[config.mk]
export PLATFORM = sky130hd
export DESIGN_NAME = flash_fetch_accelerator
export DESIGN_NICKNAME = d
export VERILOG_FILES = /design/src/design/flash_accel_pkg.sv /design/src/design/line_buffer.sv /design/src/design/flash_timer.sv /design/src/design/flash_fetch_accelerator.sv
export SDC_FILE = /design/constraint.sdc
export NUM_CORES = 2
export LEC_CHECK = 0
export BUFFER_PORTS_ARGS = -buffer_cell sky130_fd_sc_hd__clkbuf_2
export CORE_UTILIZATION = 43
export CTS_BUF_LIST = sky130_fd_sc_hd__clkbuf_4
export DETAILED_ROUTE_END_ITERATION = 16
export PLACE_DENSITY = 0.71
export SYNTH_ARGS = -nofsm -noshare
export SYNTH_HDL_FRONTEND = slang
export SYNTH_SLANG_ARGS = --single-unit
export TNS_END_PERCENT = 50
[constraint.sdc]
create_clock -name i_core_clk -period 6.2 [get_ports i_core_clk]
set_input_delay 0.31 -clock i_core_clk [delete_from_list [all_inputs] [get_ports i_core_clk]]
set_output_delay 0.31 -clock i_core_clk [all_outputs]
set_load 0.005 [all_outputs]
[src/design/flash_accel_pkg.sv]
// Shared constants, types and word selection for the flash fetch accelerator.
package flash_accel_pkg;
    // Line, word and address widths, and the number of line buffers.
    localparam int LINE_W = 128;
    localparam int WORD_W = 32;
    localparam int LADDR_W = 15;
    localparam int ADDR_W = 19;
    localparam int NBUF = 3;
    // Field positions inside a byte address.
    localparam int LINE_LSB = 4;
    localparam int WSEL_LSB = 2;
    // Buffer indices.
    localparam int BUF_PF = 0;
    localparam int BUF_BT = 1;
    localparam int BUF_DATA = 2;
    // Operating mode codes.
    localparam logic [1:0] MODE_OFF = 2'h0;
    localparam logic [1:0] MODE_PART = 2'h1;
    localparam logic [1:0] MODE_FULL = 2'h2;
    localparam logic [1:0] MODE_RSVD = 2'h3;
    localparam logic [1:0] MODE_RST = MODE_OFF;
    // Flash access length codes, in processor clocks.
    localparam logic [2:0] LEN_RSVD = 3'h0;
    localparam logic [2:0] LEN_ONE = 3'h1;
    localparam logic [2:0] LEN_RST = 3'h7;
    // Incrementer step from one line to the next.
    localparam logic [LADDR_W-1:0] LINE_STEP = 15'h0001;

    // Controller states.
    typedef enum logic [1:0] {ST_IDLE, ST_READ, ST_MIMIC, ST_WAITPF} core_state_t;

    // Thirty-two 4:1 bit multiplexers pick one word out of a line.
    function automatic logic [WORD_W-1:0] word_of(input logic [LINE_W-1:0] line, input logic [1:0] sel);
        logic [WORD_W-1:0] w;
        w = '0;
        for (int b = 0; b < WORD_W; b++) begin
            w[b] = line[{sel, 5'(b)}];
        end
        return w;
    endfunction : word_of
endpackage : flash_accel_pkg

[src/design/line_buffer.sv]
// One line buffer with its line latch, address latch, comparator and word select.
module line_buffer (
    // Clock and reset.
    input wire logic i_core_clk,
    input wire logic i_rst,
    // Load and invalidate.
    input wire logic i_inv,
    input wire logic i_load,
    input wire logic [flash_accel_pkg::LADDR_W-1:0] i_load_addr,
    input wire logic [flash_accel_pkg::LINE_W-1:0] i_load_line,
    // Lookup.
    input wire logic [flash_accel_pkg::LADDR_W-1:0] i_req_addr,
    input wire logic [1:0] i_wsel,
    output logic o_valid,
    output logic o_hit,
    output logic [flash_accel_pkg::WORD_W-1:0] o_word
);
    import flash_accel_pkg::*;

    logic valid, next_valid; // Line holds good flash contents.
    logic [LADDR_W-1:0] tag, next_tag; // Line address latch.
    logic [LINE_W-1:0] line, next_line; // Four-word line latch.

    // Invalidate wins over a load so that stale flash data never survives.
    always_comb begin
        next_valid = valid;
        next_tag = tag;
        next_line = line;
        if (i_inv) begin
            next_valid = 1'b0;
        end else if (i_load) begin
            next_valid = 1'b1;
            next_tag = i_load_addr;
            next_line = i_load_line;
        end
    end

    // Register the buffer state.
    always_ff @(posedge i_core_clk) begin
        if (i_rst) begin
            valid <= 1'b0;
            tag <= '0;
            line <= '0;
        end else begin
            valid <= next_valid;
            tag <= next_tag;
            line <= next_line;
        end
    end

    assign o_valid = valid;
    assign o_hit = valid && (tag == i_req_addr);
    assign o_word = word_of(line, i_wsel);
endmodule : line_buffer

[src/design/flash_timer.sv]
// Access length counter used for real flash reads and imitated ones.
module flash_timer (
    // Clock and reset.
    input wire logic i_core_clk,
    input wire logic i_rst,
    // Start and length.
    input wire logic i_start,
    input wire logic [2:0] i_len,
    output logic o_done
);
    import flash_accel_pkg::*;

    logic run, next_run; // An access is being timed.
    logic [2:0] cnt, next_cnt; // Clocks spent so far.

    // A start restarts the count, which is how an abort is carried out.
    always_comb begin
        next_run = run;
        next_cnt = cnt;
        if (i_start) begin
            next_run = 1'b1;
            next_cnt = LEN_ONE;
        end else if (run) begin
            if (cnt == i_len) begin
                next_run = 1'b0;
            end else begin
                next_cnt = cnt + LEN_ONE;
            end
        end
    end

    // Register the counter.
    always_ff @(posedge i_core_clk) begin
        if (i_rst) begin
            run <= 1'b0;
            cnt <= LEN_RSVD;
        end else begin
            run <= next_run;
            cnt <= next_cnt;
        end
    end

    assign o_done = run && (cnt == i_len);
endmodule : flash_timer

[src/design/flash_fetch_accelerator.sv]
// Flash read accelerator with prefetch, branch trail and data line buffers.
// How it works
// - Three separate 128-bit line buffers.
// - Full miss stalls core for whole line read.
// - Pending prefetch hit waits only for it.
// - Prefetch starts once flash finishes previous access.
// - Prefetched line held; taken on match, else dropped.
// - Line holds four words or eight halfwords.
// - Instruction and data use separate buffers.
// - Data line miss reads flash, aborts prefetch.
// - Aborted prefetch restarts after data read.
// - Branch target line goes to branch buffer.
// - Prefetch address from latch plus incrementer.
// - Each buffer has 15-bit tag and comparator.
// - Word chosen by thirty-two 4:1 muxes.
// - Data miss loads four-word line into buffer.
// - Flash busy holds requests in idle; demand and imitated reads still strobe.
// - Program or erase start invalidates all buffers.
// - Mode 0: flash timing always, no prefetch.
// - Mode 1: sequential hits buffered, prefetch on.
// - Mode 2: all hits buffered, prefetch on.
// - Forced fetch on hit imitates flash timing.
// - DMA reads behave like core data reads.
// - Length of one clock adds no stall.
// - Mode codes off, partial, full; 11 reserved.
// - Access length 1 to 7; resets to 7.
// - Mode change invalidates all three buffers.
// - Starts disabled after reset.
module flash_fetch_accelerator (
    // Clock and reset.
    input wire logic i_core_clk,
    input wire logic i_rst,
    // Core and DMA fetch bus.
    input wire logic i_req,
    input wire logic i_instr,
    input wire logic i_dma,
    input wire logic [flash_accel_pkg::ADDR_W-1:0] i_addr,
    output logic o_core_wait_strobe,
    output logic [flash_accel_pkg::WORD_W-1:0] o_rdata,
    // Configuration.
    input wire logic i_mode_wr,
    input wire logic [1:0] i_accel_operating_mode_field,
    input wire logic i_length_wr,
    input wire logic [2:0] i_flash_access_length_field,
    output logic [1:0] o_mode,
    output logic [2:0] o_length,
    // Flash bank.
    input wire logic i_flash_busy,
    input wire logic [flash_accel_pkg::LINE_W-1:0] i_flash_line,
    output logic o_flash_rd,
    output logic [flash_accel_pkg::LADDR_W-1:0] o_flash_line_addr
);
    import flash_accel_pkg::*;

    // Controller state.
    core_state_t st, next_st;
    logic [1:0] mode, next_mode; // Operating mode.
    logic [2:0] cycles, next_cycles; // Flash access length in clocks.
    logic [LADDR_W-1:0] last_line, next_last_line; // Previous instruction line.
    logic last_valid, next_last_valid;
    logic req_seq, next_req_seq; // Demand instruction read was sequential.
    logic req_data, next_req_data; // Demand read serves the data buffer.
    logic ready, next_ready; // Wait strobe pulse.
    logic [WORD_W-1:0] rdata, next_rdata;
    // Flash access state.
    logic fl_rd, next_fl_rd;
    logic fl_pf, next_fl_pf; // Current read is a prefetch.
    logic [LADDR_W-1:0] fl_addr, next_fl_addr; // Flash address latch.
    // Prefetched line held at the flash output.
    logic hold_valid, next_hold_valid;
    logic [LADDR_W-1:0] hold_addr, next_hold_addr;
    logic [LINE_W-1:0] hold_line, next_hold_line;
    logic busy_q; // Flash busy one clock ago, for the start edge.

    // Lookup and steering signals.
    logic [LADDR_W-1:0] req_line;
    logic [1:0] wsel;
    logic [NBUF-1:0] hit, valid, ld;
    logic [WORD_W-1:0] bword [NBUF];
    logic [LADDR_W-1:0] ld_addr, pf_line;
    logic [LINE_W-1:0] ld_line;
    logic is_data, seq, use_buf, hold_hit, pend_hit, ibuf_hit, inv;
    logic t_done, fl_done, fl_start, mim_start, mim_done;
    logic [WORD_W-1:0] ibuf_word;

    assign req_line = i_addr[ADDR_W-1:LINE_LSB];
    assign wsel = i_addr[LINE_LSB-1:WSEL_LSB];
    assign is_data = !i_instr || i_dma;
    assign seq = last_valid && (req_line == last_line || req_line == last_line + LINE_STEP);
    assign use_buf = (mode == MODE_FULL) || (mode == MODE_PART && seq);
    assign hold_hit = hold_valid && (hold_addr == req_line);
    assign pend_hit = fl_rd && fl_pf && (fl_addr == req_line);
    assign ibuf_hit = hit[BUF_PF] || hit[BUF_BT];
    assign ibuf_word = hit[BUF_PF] ? bword[BUF_PF] : hit[BUF_BT] ? bword[BUF_BT] : word_of(hold_line, wsel);
    assign inv = (i_mode_wr && i_accel_operating_mode_field != MODE_RSVD && i_accel_operating_mode_field != mode)
        || (i_flash_busy && !busy_q);
    assign fl_done = t_done && fl_rd;

    // Three line buffers, each with its own tag, comparator and word select.
    generate
        for (genvar g = 0; g < NBUF; g++) begin : g_buf
            line_buffer u_buf (
                .i_core_clk(i_core_clk),
                .i_rst(i_rst),
                .i_inv(inv),
                .i_load(ld[g]),
                .i_load_addr(ld_addr),
                .i_load_line(ld_line),
                .i_req_addr(req_line),
                .i_wsel(wsel),
                .o_valid(valid[g]),
                .o_hit(hit[g]),
                .o_word(bword[g])
            );
        end
    endgenerate

    // Times real flash reads; a restart aborts whatever was running.
    flash_timer u_flash_timer (
        .i_core_clk(i_core_clk),
        .i_rst(i_rst),
        .i_start(fl_start),
        .i_len(cycles),
        .o_done(t_done)
    );

    // Times imitated reads so a forced fetch costs what a real one does.
    flash_timer u_mimic_timer (
        .i_core_clk(i_core_clk),
        .i_rst(i_rst),
        .i_start(mim_start),
        .i_len(cycles),
        .o_done(mim_done)
    );

    // Next state of the whole controller.
    always_comb begin
        next_st = st;
        next_mode = mode;
        next_cycles = cycles;
        next_last_line = last_line;
        next_last_valid = last_valid;
        next_req_seq = req_seq;
        next_req_data = req_data;
        next_ready = 1'b0;
        next_rdata = rdata;
        next_fl_rd = fl_rd;
        next_fl_pf = fl_pf;
        next_fl_addr = fl_addr;
        next_hold_valid = hold_valid;
        next_hold_addr = hold_addr;
        next_hold_line = hold_line;
        ld = '0;
        ld_addr = req_line;
        ld_line = i_flash_line;
        fl_start = 1'b0;
        mim_start = 1'b0;
        // Reserved codes are ignored so the field keeps a legal value.
        if (i_mode_wr && i_accel_operating_mode_field != MODE_RSVD) begin
            next_mode = i_accel_operating_mode_field;
        end
        if (i_length_wr && i_flash_access_length_field != LEN_RSVD) begin
            next_cycles = i_flash_access_length_field;
        end
        // A finished prefetch stays at the flash output until an instruction request claims or drops it, or an invalidate clears it.
        if (fl_done) begin
            next_fl_rd = 1'b0;
            if (fl_pf) begin
                next_hold_valid = 1'b1;
                next_hold_addr = fl_addr;
                next_hold_line = i_flash_line;
            end
        end
        unique case (st)
            ST_IDLE: begin
                // Busy flash keeps the request waiting here.
                if (i_req && !i_flash_busy) begin
                    next_rdata = bword[BUF_DATA];
                    if (!is_data) begin
                        next_last_line = req_line;
                        next_last_valid = 1'b1;
                        next_req_seq = seq;
                        next_req_data = 1'b0;
                        // The held line is either claimed now or dropped.
                        next_hold_valid = 1'b0;
                        next_rdata = ibuf_word;
                        if (use_buf && ibuf_hit) begin
                            next_ready = 1'b1;
                        end else if (use_buf && hold_hit) begin
                            ld[BUF_PF] = 1'b1;
                            ld_line = hold_line;
                            next_ready = 1'b1;
                        end else if (use_buf && pend_hit) begin
                            if (fl_done) begin
                                ld[BUF_PF] = 1'b1;
                                next_rdata = word_of(i_flash_line, wsel);
                                next_ready = 1'b1;
                            end else begin
                                next_st = ST_WAITPF;
                            end
                        end else if (ibuf_hit || hold_hit) begin
                            // Buffered word, but the mode wants flash timing.
                            if (cycles == LEN_ONE) begin
                                next_ready = 1'b1;
                            end else begin
                                mim_start = 1'b1;
                                next_st = ST_MIMIC;
                            end
                        end else begin
                            fl_start = 1'b1;
                        end
                    end else begin
                        next_req_data = 1'b1;
                        if (hit[BUF_DATA] && mode == MODE_FULL) begin
                            next_ready = 1'b1;
                        end else if (hit[BUF_DATA] && cycles == LEN_ONE) begin
                            next_ready = 1'b1;
                        end else if (hit[BUF_DATA]) begin
                            mim_start = 1'b1;
                            next_st = ST_MIMIC;
                        end else begin
                            fl_start = 1'b1;
                        end
                    end
                    // A demand read takes the bank and aborts any prefetch.
                    if (fl_start) begin
                        next_fl_rd = 1'b1;
                        next_fl_pf = 1'b0;
                        next_fl_addr = req_line;
                        next_st = ST_READ;
                    end
                end
            end
            ST_READ: begin
                // The whole line lands in the buffer of its kind.
                if (fl_done) begin
                    ld_addr = fl_addr;
                    ld[BUF_DATA] = req_data;
                    ld[BUF_PF] = !req_data && req_seq;
                    ld[BUF_BT] = !req_data && !req_seq;
                    next_rdata = word_of(i_flash_line, wsel);
                    next_ready = 1'b1;
                    next_st = ST_IDLE;
                end
            end
            ST_MIMIC: begin
                if (mim_done) begin
                    next_ready = 1'b1;
                    next_st = ST_IDLE;
                end
            end
            ST_WAITPF: begin
                // A killed prefetch sends the request back for a fresh look.
                if (fl_done) begin
                    ld_addr = fl_addr;
                    ld[BUF_PF] = 1'b1;
                    next_hold_valid = 1'b0;
                    next_rdata = word_of(i_flash_line, wsel);
                    next_ready = 1'b1;
                    next_st = ST_IDLE;
                end else if (!fl_rd) begin
                    next_st = ST_IDLE;
                end
            end
        endcase
        // Program, erase or mode change drops held data and any prefetch.
        if (inv) begin
            next_hold_valid = 1'b0;
            if (fl_pf) begin
                next_fl_rd = 1'b0;
            end
        end
        // Prefetch the next line whenever the bank is free, outside mode 0, unless that line is already held.
        pf_line = next_last_line + LINE_STEP;
        if (!next_fl_rd && !inv && !i_flash_busy && next_mode != MODE_OFF && next_last_valid
            && !(next_hold_valid && next_hold_addr == pf_line)) begin
            fl_start = 1'b1;
            next_fl_rd = 1'b1;
            next_fl_pf = 1'b1;
            next_fl_addr = pf_line;
        end
    end

    // Register the controller.
    always_ff @(posedge i_core_clk) begin
        if (i_rst) begin
            st <= ST_IDLE;
            mode <= MODE_RST;
            cycles <= LEN_RST;
            last_line <= '0;
            last_valid <= 1'b0;
            req_seq <= 1'b0;
            req_data <= 1'b0;
            ready <= 1'b0;
            rdata <= '0;
            fl_rd <= 1'b0;
            fl_pf <= 1'b0;
            fl_addr <= '0;
            hold_valid <= 1'b0;
            hold_addr <= '0;
            hold_line <= '0;
            busy_q <= 1'b0;
        end else begin
            st <= next_st;
            mode <= next_mode;
            cycles <= next_cycles;
            last_line <= next_last_line;
            last_valid <= next_last_valid;
            req_seq <= next_req_seq;
            req_data <= next_req_data;
            ready <= next_ready;
            rdata <= next_rdata;
            fl_rd <= next_fl_rd;
            fl_pf <= next_fl_pf;
            fl_addr <= next_fl_addr;
            hold_valid <= next_hold_valid;
            hold_addr <= next_hold_addr;
            hold_line <= next_hold_line;
            busy_q <= i_flash_busy;
        end
    end

    assign o_core_wait_strobe = ready;
    assign o_rdata = rdata;
    assign o_mode = mode;
    assign o_length = cycles;
    assign o_flash_rd = fl_rd;
    assign o_flash_line_addr = fl_addr;

    // Helper age of the running flash read, only read by the checks.
    logic [2:0] rd_age;
    always_ff @(posedge i_core_clk) begin
        if (i_rst || fl_start) begin
            rd_age <= LEN_ONE;
        end else begin
            rd_age <= rd_age + LEN_ONE;
        end
    end
endmodule : flash_fetch_accelerator

# Word level (Yosys, flattened, before mapping)
# Cells that the tools add are included.
[word_totals] ram_bits=0 latchBits=0 rom_bits=0 out_inout_bits=54 mem_count=0 register_bits=660
[classes] n_div=0 n_bitwise=4 mul=0 add_sub_neg=4 order_cmp=32 shift=0 n_mux=442 eq_ne=33 n_reduce_logical=69
[op_table] operator="128-bit 2-to-1 mux" count=5
[op_table] operator="1-bit binary-select mux with 2-bit select" count=160
[op_table] operator="32-bit 2-to-1 mux" count=9
[op_table] operator="7-bit by 8-bit < comparator with 1-bit output (second input constant)" count=32
[op_table] operator="1-bit 2-to-1 mux" count=233
[op_table] operator="15-bit 2-to-1 mux" count=11
[op_table] operator="15-bit == test" count=8
[op_table] operator="32-bit one-hot mux with 2 select lines" count=1
[op_table] operator="2-bit 2-to-1 mux" count=18
[op_table] operator="15-bit by 1-bit adder with 15-bit output (second input constant)" count=2
[op_table] operator="1-bit logical AND" count=29
[op_table] operator="2-bit AND reduction" count=9
[op_table] operator="4-bit inequality test (second input constant)" count=4
[op_table] operator="5-bit inequality test (second input constant)" count=3
[op_table] operator="2-bit nonzero test" count=7
[op_table] operator="2-bit inequality test (second input constant)" count=6
[op_table] operator="12-bit AND reduction" count=1
[op_table] operator="3-bit AND reduction" count=3
[op_table] operator="1-bit zero test" count=8
[op_table] operator="2-bit one-hot mux with 4 select lines" count=1
[op_table] operator="2-bit OR reduction" count=4
[op_table] operator="3-bit by 1-bit adder with 3-bit output (second input constant)" count=2
[op_table] operator="2-bit == test (second input constant)" count=3
[op_table] operator="3-bit == test" count=2
[op_table] operator="13 further kinds" count=23

# Depth between registers and ports, before layout
[depth] word_depth=27 mapped_depth=21 depth_no_buf=16

# Hierarchy
# A second synthesis with hierarchy kept.
[hier_totals] cells_unflattened=3882 hier_area_um2=34574.4
[modules_own_cells] module="line_buffer" cells_per_inst=684 area_each_um2=6172.2 n_inst=3 seq_area_each_um2=2882.8
[modules_own_cells] module="flash_fetch_accelerator" cells_per_inst=1760 area_each_um2=15432.3 n_inst=1 seq_area_each_um2=4404.2
[modules_own_cells] module="flash_timer" cells_per_inst=35 area_each_um2=312.8 n_inst=2 seq_area_each_um2=80.1

# Worst setup path before layout
# OpenSTA, ideal clock, no wires.
[synth_timing] path_kind="reg-to-reg" start="reg st[0]" end="reg fl_addr[11] (netlist: o_flash_line_addr[11])" arrival_time_ns=4.347 period_less_slack_ns=4.409 required_ns=6.138 slack_ns=1.791 n_path_buf=5 stages_incl_launch_ff=22 setup_ns=0.062 cell_sequence="dfxtp_1 -> inv_1 -> ha_1 -> buf_2 -> inv_1 -> nor2_1 -> buf_2 -> clkbuf_1 -> nand2_1 -> nand2_1 -> ha_1 -> clkbuf_1 -> nand4_1 -> nor3_1 -> a22oi_1 -> nor3_1 -> xor3_1 -> nor4_1 -> a41oi_1 -> buf_4 -> or4b_1 -> nand3_1"
[synth_via] word_cells_on_any_way=24 classes_between="1 x add/sub; 2 x eq/ne; 8 x mux; 13 x reduce/logical"
[synth_lines] item="start, declared" line_no="flash_fetch_accelerator.sv:56" rtl="core_state_t st, next_st;"
[synth_lines] item="start signal, assigned" line_no="flash_fetch_accelerator.sv:304" rtl="st <= next_st;"
[synth_lines] item="2-bit zero test (*)" line_no="flash_fetch_accelerator.sv:174" rtl="unique case (st)"
[synth_lines] item="15-bit 2-to-1 mux (*)" line_no="flash_fetch_accelerator.sv:174"
[synth_lines] item="net next_last_line[1]" line_no="flash_fetch_accelerator.sv:59" rtl="logic [LADDR_W-1:0] last_line, next_last_line;"
[synth_lines] item="15-bit by 1-bit adder with 15-bit output (*)" line_no="flash_fetch_accelerator.sv:274" rtl="pf_line = next_last_line + LINE_STEP;"
[synth_lines] item="15-bit == test" line_no="flash_fetch_accelerator.sv:276" rtl="&& !(next_hold_valid && next_hold_addr == pf_line)) begin"
[synth_lines] item="1-bit logical AND" line_no="flash_fetch_accelerator.sv:276"
[synth_lines] item="1-bit zero test" line_no="flash_fetch_accelerator.sv:276"
[synth_lines] item="1-bit logical AND" line_no="flash_fetch_accelerator.sv:276"
[synth_lines] item="2-bit nonzero test (no source line)"
[synth_lines] item="3-bit AND reduction (no source line)"
[synth_lines] item="end signal, assigned" line_no="flash_fetch_accelerator.sv:315" rtl="fl_addr <= next_fl_addr;"
[synth_lines] item="end, declared" line_no="flash_fetch_accelerator.sv:68" rtl="logic [LADDR_W-1:0] fl_addr, next_fl_addr;"
# The timed path passes the listed nets; every way through them passes the cells marked *.
# A chain may end at the register's enable or synchronous reset.

# Worst setup path in the final report
[layout_timing] start="reg last_line[2]" end="reg g_buf[0].u_buf.line[104]"
[layout_via] elab_chain_cells=14 word_cells_on_any_way=22 classes_between="1 x add/sub; 2 x eq/ne; 11 x mux; 8 x reduce/logical"
[layout_lines] item="start, declared" line_no="flash_fetch_accelerator.sv:59"
[layout_lines] item="start signal, assigned" line_no="flash_fetch_accelerator.sv:307" rtl="last_line <= next_last_line;"
[layout_lines] item="15-bit by 1-bit adder with 15-bit output" line_no="flash_fetch_accelerator.sv:89" rtl="assign seq = last_valid && (req_line == last_line || req_line == last_line + LINE_STEP);"
[layout_lines] item="15-bit == test" line_no="flash_fetch_accelerator.sv:89"
[layout_lines] item="1-bit logical OR (*)" line_no="flash_fetch_accelerator.sv:89"
[layout_lines] item="1-bit logical AND (*)" line_no="flash_fetch_accelerator.sv:89"
[layout_lines] item="1-bit logical AND (*)" line_no="flash_fetch_accelerator.sv:90" rtl="assign use_buf = (mode == MODE_FULL) || (mode == MODE_PART && seq);"
[layout_lines] item="1-bit logical OR (*)" line_no="flash_fetch_accelerator.sv:90"
[layout_lines] item="1-bit logical AND" line_no="flash_fetch_accelerator.sv:193" rtl="end else if (use_buf && pend_hit) begin"
[layout_lines] item="1-bit 2-to-1 mux" line_no="flash_fetch_accelerator.sv:193"
[layout_lines] item="1-bit 2-to-1 mux" line_no="flash_fetch_accelerator.sv:189" rtl="end else if (use_buf && hold_hit) begin"
[layout_lines] item="1-bit 2-to-1 mux" line_no="flash_fetch_accelerator.sv:187" rtl="if (use_buf && ibuf_hit) begin"
[layout_lines] item="1-bit 2-to-1 mux" line_no="flash_fetch_accelerator.sv:179" rtl="if (!is_data) begin"
[layout_lines] item="1-bit 2-to-1 mux" line_no="flash_fetch_accelerator.sv:177" rtl="if (i_req && !i_flash_busy) begin"
[layout_lines] item="1-bit one-hot mux with 3 select lines" line_no="flash_fetch_accelerator.sv:174"
[layout_lines] item="2-bit AND reduction (no source line)"
[layout_lines] item="end signal, assigned" line_no="line_buffer.sv:47" rtl="line <= next_line;"
[layout_lines] item="end, declared" line_no="line_buffer.sv:22" rtl="logic [LINE_W-1:0] line, next_line;"
# Every way passes the cells marked *; elsewhere a longest branch is shown, timed or not.

==> metrics <==
CP max FO 85; Crit path depth 11; Crit Path Category reg -> reg; yosys warns 0; routed wl met2 43,400 µm; Die Y between 200 and 300 µm; Post-CTS Resized 0; First-pass DRT Iterations 5; Die X-Extent between 200 and 300 µm; reg-to-reg setup timing slack 1.24 ns; min Tclk post-route between 4 and 5 ns; RSZ-0062 raised after global routing false; Bufs and invs on worst path 2; Synth cell types 73; Initial Util 0.434; WL final between 90,000 and 100,000 µm; Clock Latency Late Sink 1.04 ns; Power, Total 9.22 mW; largest net degree at the start of global routing ~220; Slew @ Worst Pin 1.11 ns; gp weighted congestion between 0.8 and 0.9; gr usage total 0.241; total grt overflow 0; cell taking the most area after synthesis dfxtp_1; share of layout cells above drive strength 1 0.223; reg2reg end g_buf[0].u_buf.line[104]; CP most frequent cell buf_4; number of flops mapped to enable cells by yosys 0; first-pass GRT wire length about 150,000 µm; final hold vios 0; number of global-route vias before repair 27,434; pwr dens about 240 nW/µm²; crit end category flop; DR iter-0 viols 2,075; Final HPWL DP ~55,000 µm; cts bufs inserted around 170; top_reg_cell synth dfxtp_1; Synth async-reset ratio 0; routed via count approximately 28,000; drt wl/cell 19.3 µm; initial antenna violation count 13; fin area 38,000 µm²; Met1 Wirelength a little over 40,000 µm; kind of path behind the tightest hold check in -> reg; Lkg Pwr 13.0 nW; Worst EP required ~7.1 ns; post-synth net total ~3,600; FF+latch area ~13,000 µm²; Cell Rows 100; core box area ~74,000 µm²; Slew HR 0.263; Worst Path Arrival between 5 and 6 ns; max-slew violation count 0; Slowest Stage Delay on Critical Path about 0.86 ns; FF-to-FF Start last_line[2]; Post-DP Area around 34,000 µm²; Max-Cap Viols 0; Startpoint Class flop; Final TNS setup 0 ns; CTS tree done; register area share after synthesis 0.409; final net count about 3,800; clock buffer depth 3; IO Port Bufs around 210; Die ar. approximately 76,000 µm²; Top-Level Pins 214; post-synth design cell area 32,300 µm²; syn_area_per_cell 9.54 µm²; utilization after layout 0.510; worst setup path startpoint last_line[2]; capture point of the worst path g_buf[0].u_buf.line[104]; Cell Chain, Critical Path nand3_1 -> nor3_1 -> o2111ai_1 -> or4_4 -> nor4_2 -> nor2_1 -> o22ai_4 -> buf_4 -> buf_4 -> a31oi_1 -> a211oi_1; number of remaining DRC errors 0; pre-CTS setup slack between 1 and 1.5 ns; worst min-delay path startpoint i_flash_line[62]; CTS sink cnt 660; Post-Synthesis Cells 3,387; reg2reg path depth 11; status finished, final reports clean; DR WL met3 5580 µm; Setup-failing EPs final 0; maximum clock rate ~200 MHz; top cells by area, synth dfxtp_1 41%, mux4_2 11%, a211oi_1 10%; Clock Skew about 0.077 ns; Final period util 0.800; clock slew at reported path FFs 0.07 ns; Worst path slowest cell buf_4; setup ws final roughly 1.2 ns; H-tree levels 4; area of the multi-input gates roughly 18,000 µm²; Yosys top cell area share 0.409; Fill cells 6,765; Yosys reg bits 660; Synth-to-Final Area Change 17.4%; DR top layer met5; CP top delay family simple AND/OR/NAND/NOR gates; Clock Tree Root clkbuf_4; peak supply drop between 0.15 and 0.2 mV; Routed Antenna Nets 0; DR vias/cell roughly 5.8
[state kept, by name (all words and copies together), names as in the netlist, 15 cells and up]
signal / count
g_buf.u_buf.line: 384
g_buf.u_buf.tag: 45
hold_addr: 15
hold_line: 128
last_line: 15
o_flash_line_addr: 15
o_rdata: 32
[cell families after synthesis]
group | share of synthesized area
adders and majority gates | 0.00348
and+or+nand+nor | 0.125
buffers and inverters | 0.0516
muxes | 0.182
xor gates and xnor gates | 0.0364
DFF | 0.409
AOI/OAI and AO/OA | 0.194
[layout by cell type (no fill, tap or decap), drive strengths merged, types with 30 or more instances in the layout]
cell	count
nand2	382
nor2	354
a211oi	444
dlygate4sd3	198
xor2	34
clkbuf	460
o221ai	33
nand4	30
dfxtp	660
o21ai	54
a21oi	158
a22oi	33
a31oi	148
mux4	160
inv	56
buf	49
nand3	57
mux2i	179
xnor2	95
clkinv	47
[worst reg2reg max path: cells and delay by family (launching register included)]
family          cells  cell delay, ns
simple gates        5            1.91
buf+inv             2            1.43
compound gates      4            0.86
flops               1            0.61
[repair_timing]
action,4_1_cts,5_1_grt
buffers inserted,0,0
hold endpoints to repair,606,0
hold buffers,198,0
[worst min-delay path by stage]
stage          depth (start not counted)  slack, ns              to
2_1_floorplan                          2       0.45  hold_line[127]
3_3_place_gp                           2       0.46    hold_line[2]
3_5_place_dp                           2       0.47    hold_line[4]
4_1_cts                                4      0.002   hold_line[78]
5_1_grt                                4       0.01   hold_line[28]
6_report                               4       0.09   hold_line[62]
[synth_stat cells (56+ instances only)]
master / instances
dfxtp_1: 660
a211oi_1: 444
nand2_1: 382
nor2_1: 354
clkbuf_1: 278
mux4_2: 160
a21oi_1: 158
a31oi_1: 148
mux2i_2: 120
xnor2_1: 95
mux2i_1: 59
nand3_1: 56
[cell type report]
cell class / count / share of cell area
tap: 969 / 0.0319
clock buffer: 251 / 0.0496
clock inverter: 58 / 0.00943
inverter: 50 / 0.00501
multi-input combinational: 2331 / 0.462
sequential: 660 / 0.348
timing repair buffer: 456 / 0.0931
antenna: 14 / 0.000923
[report_power, final]
group          switching [mW]  total [mW]  internal [mW]
registers              0.0604        4.34           4.28
logic                   0.613       0.986          0.373
clock network            1.89        3.89           2.00
total                    2.57        9.22           6.65
[through the flow]
stage	hold WS [ns]	cells
after global routing	0.0132	4788
after floorplan	0.445	3387
final	0.0911	4789
after detailed placement	0.465	4268
after CTS	0.00240	4775
after global placement	0.460	4268
[layer usage]
layer  vias to the layer above  GRT usage
li1                      13219          -
met3                       161     0.0486
met4                         4     0.0874
met1                     13348      0.320
met2                       859      0.388
met5                         -          0
(Power assumes the default switching activity.)
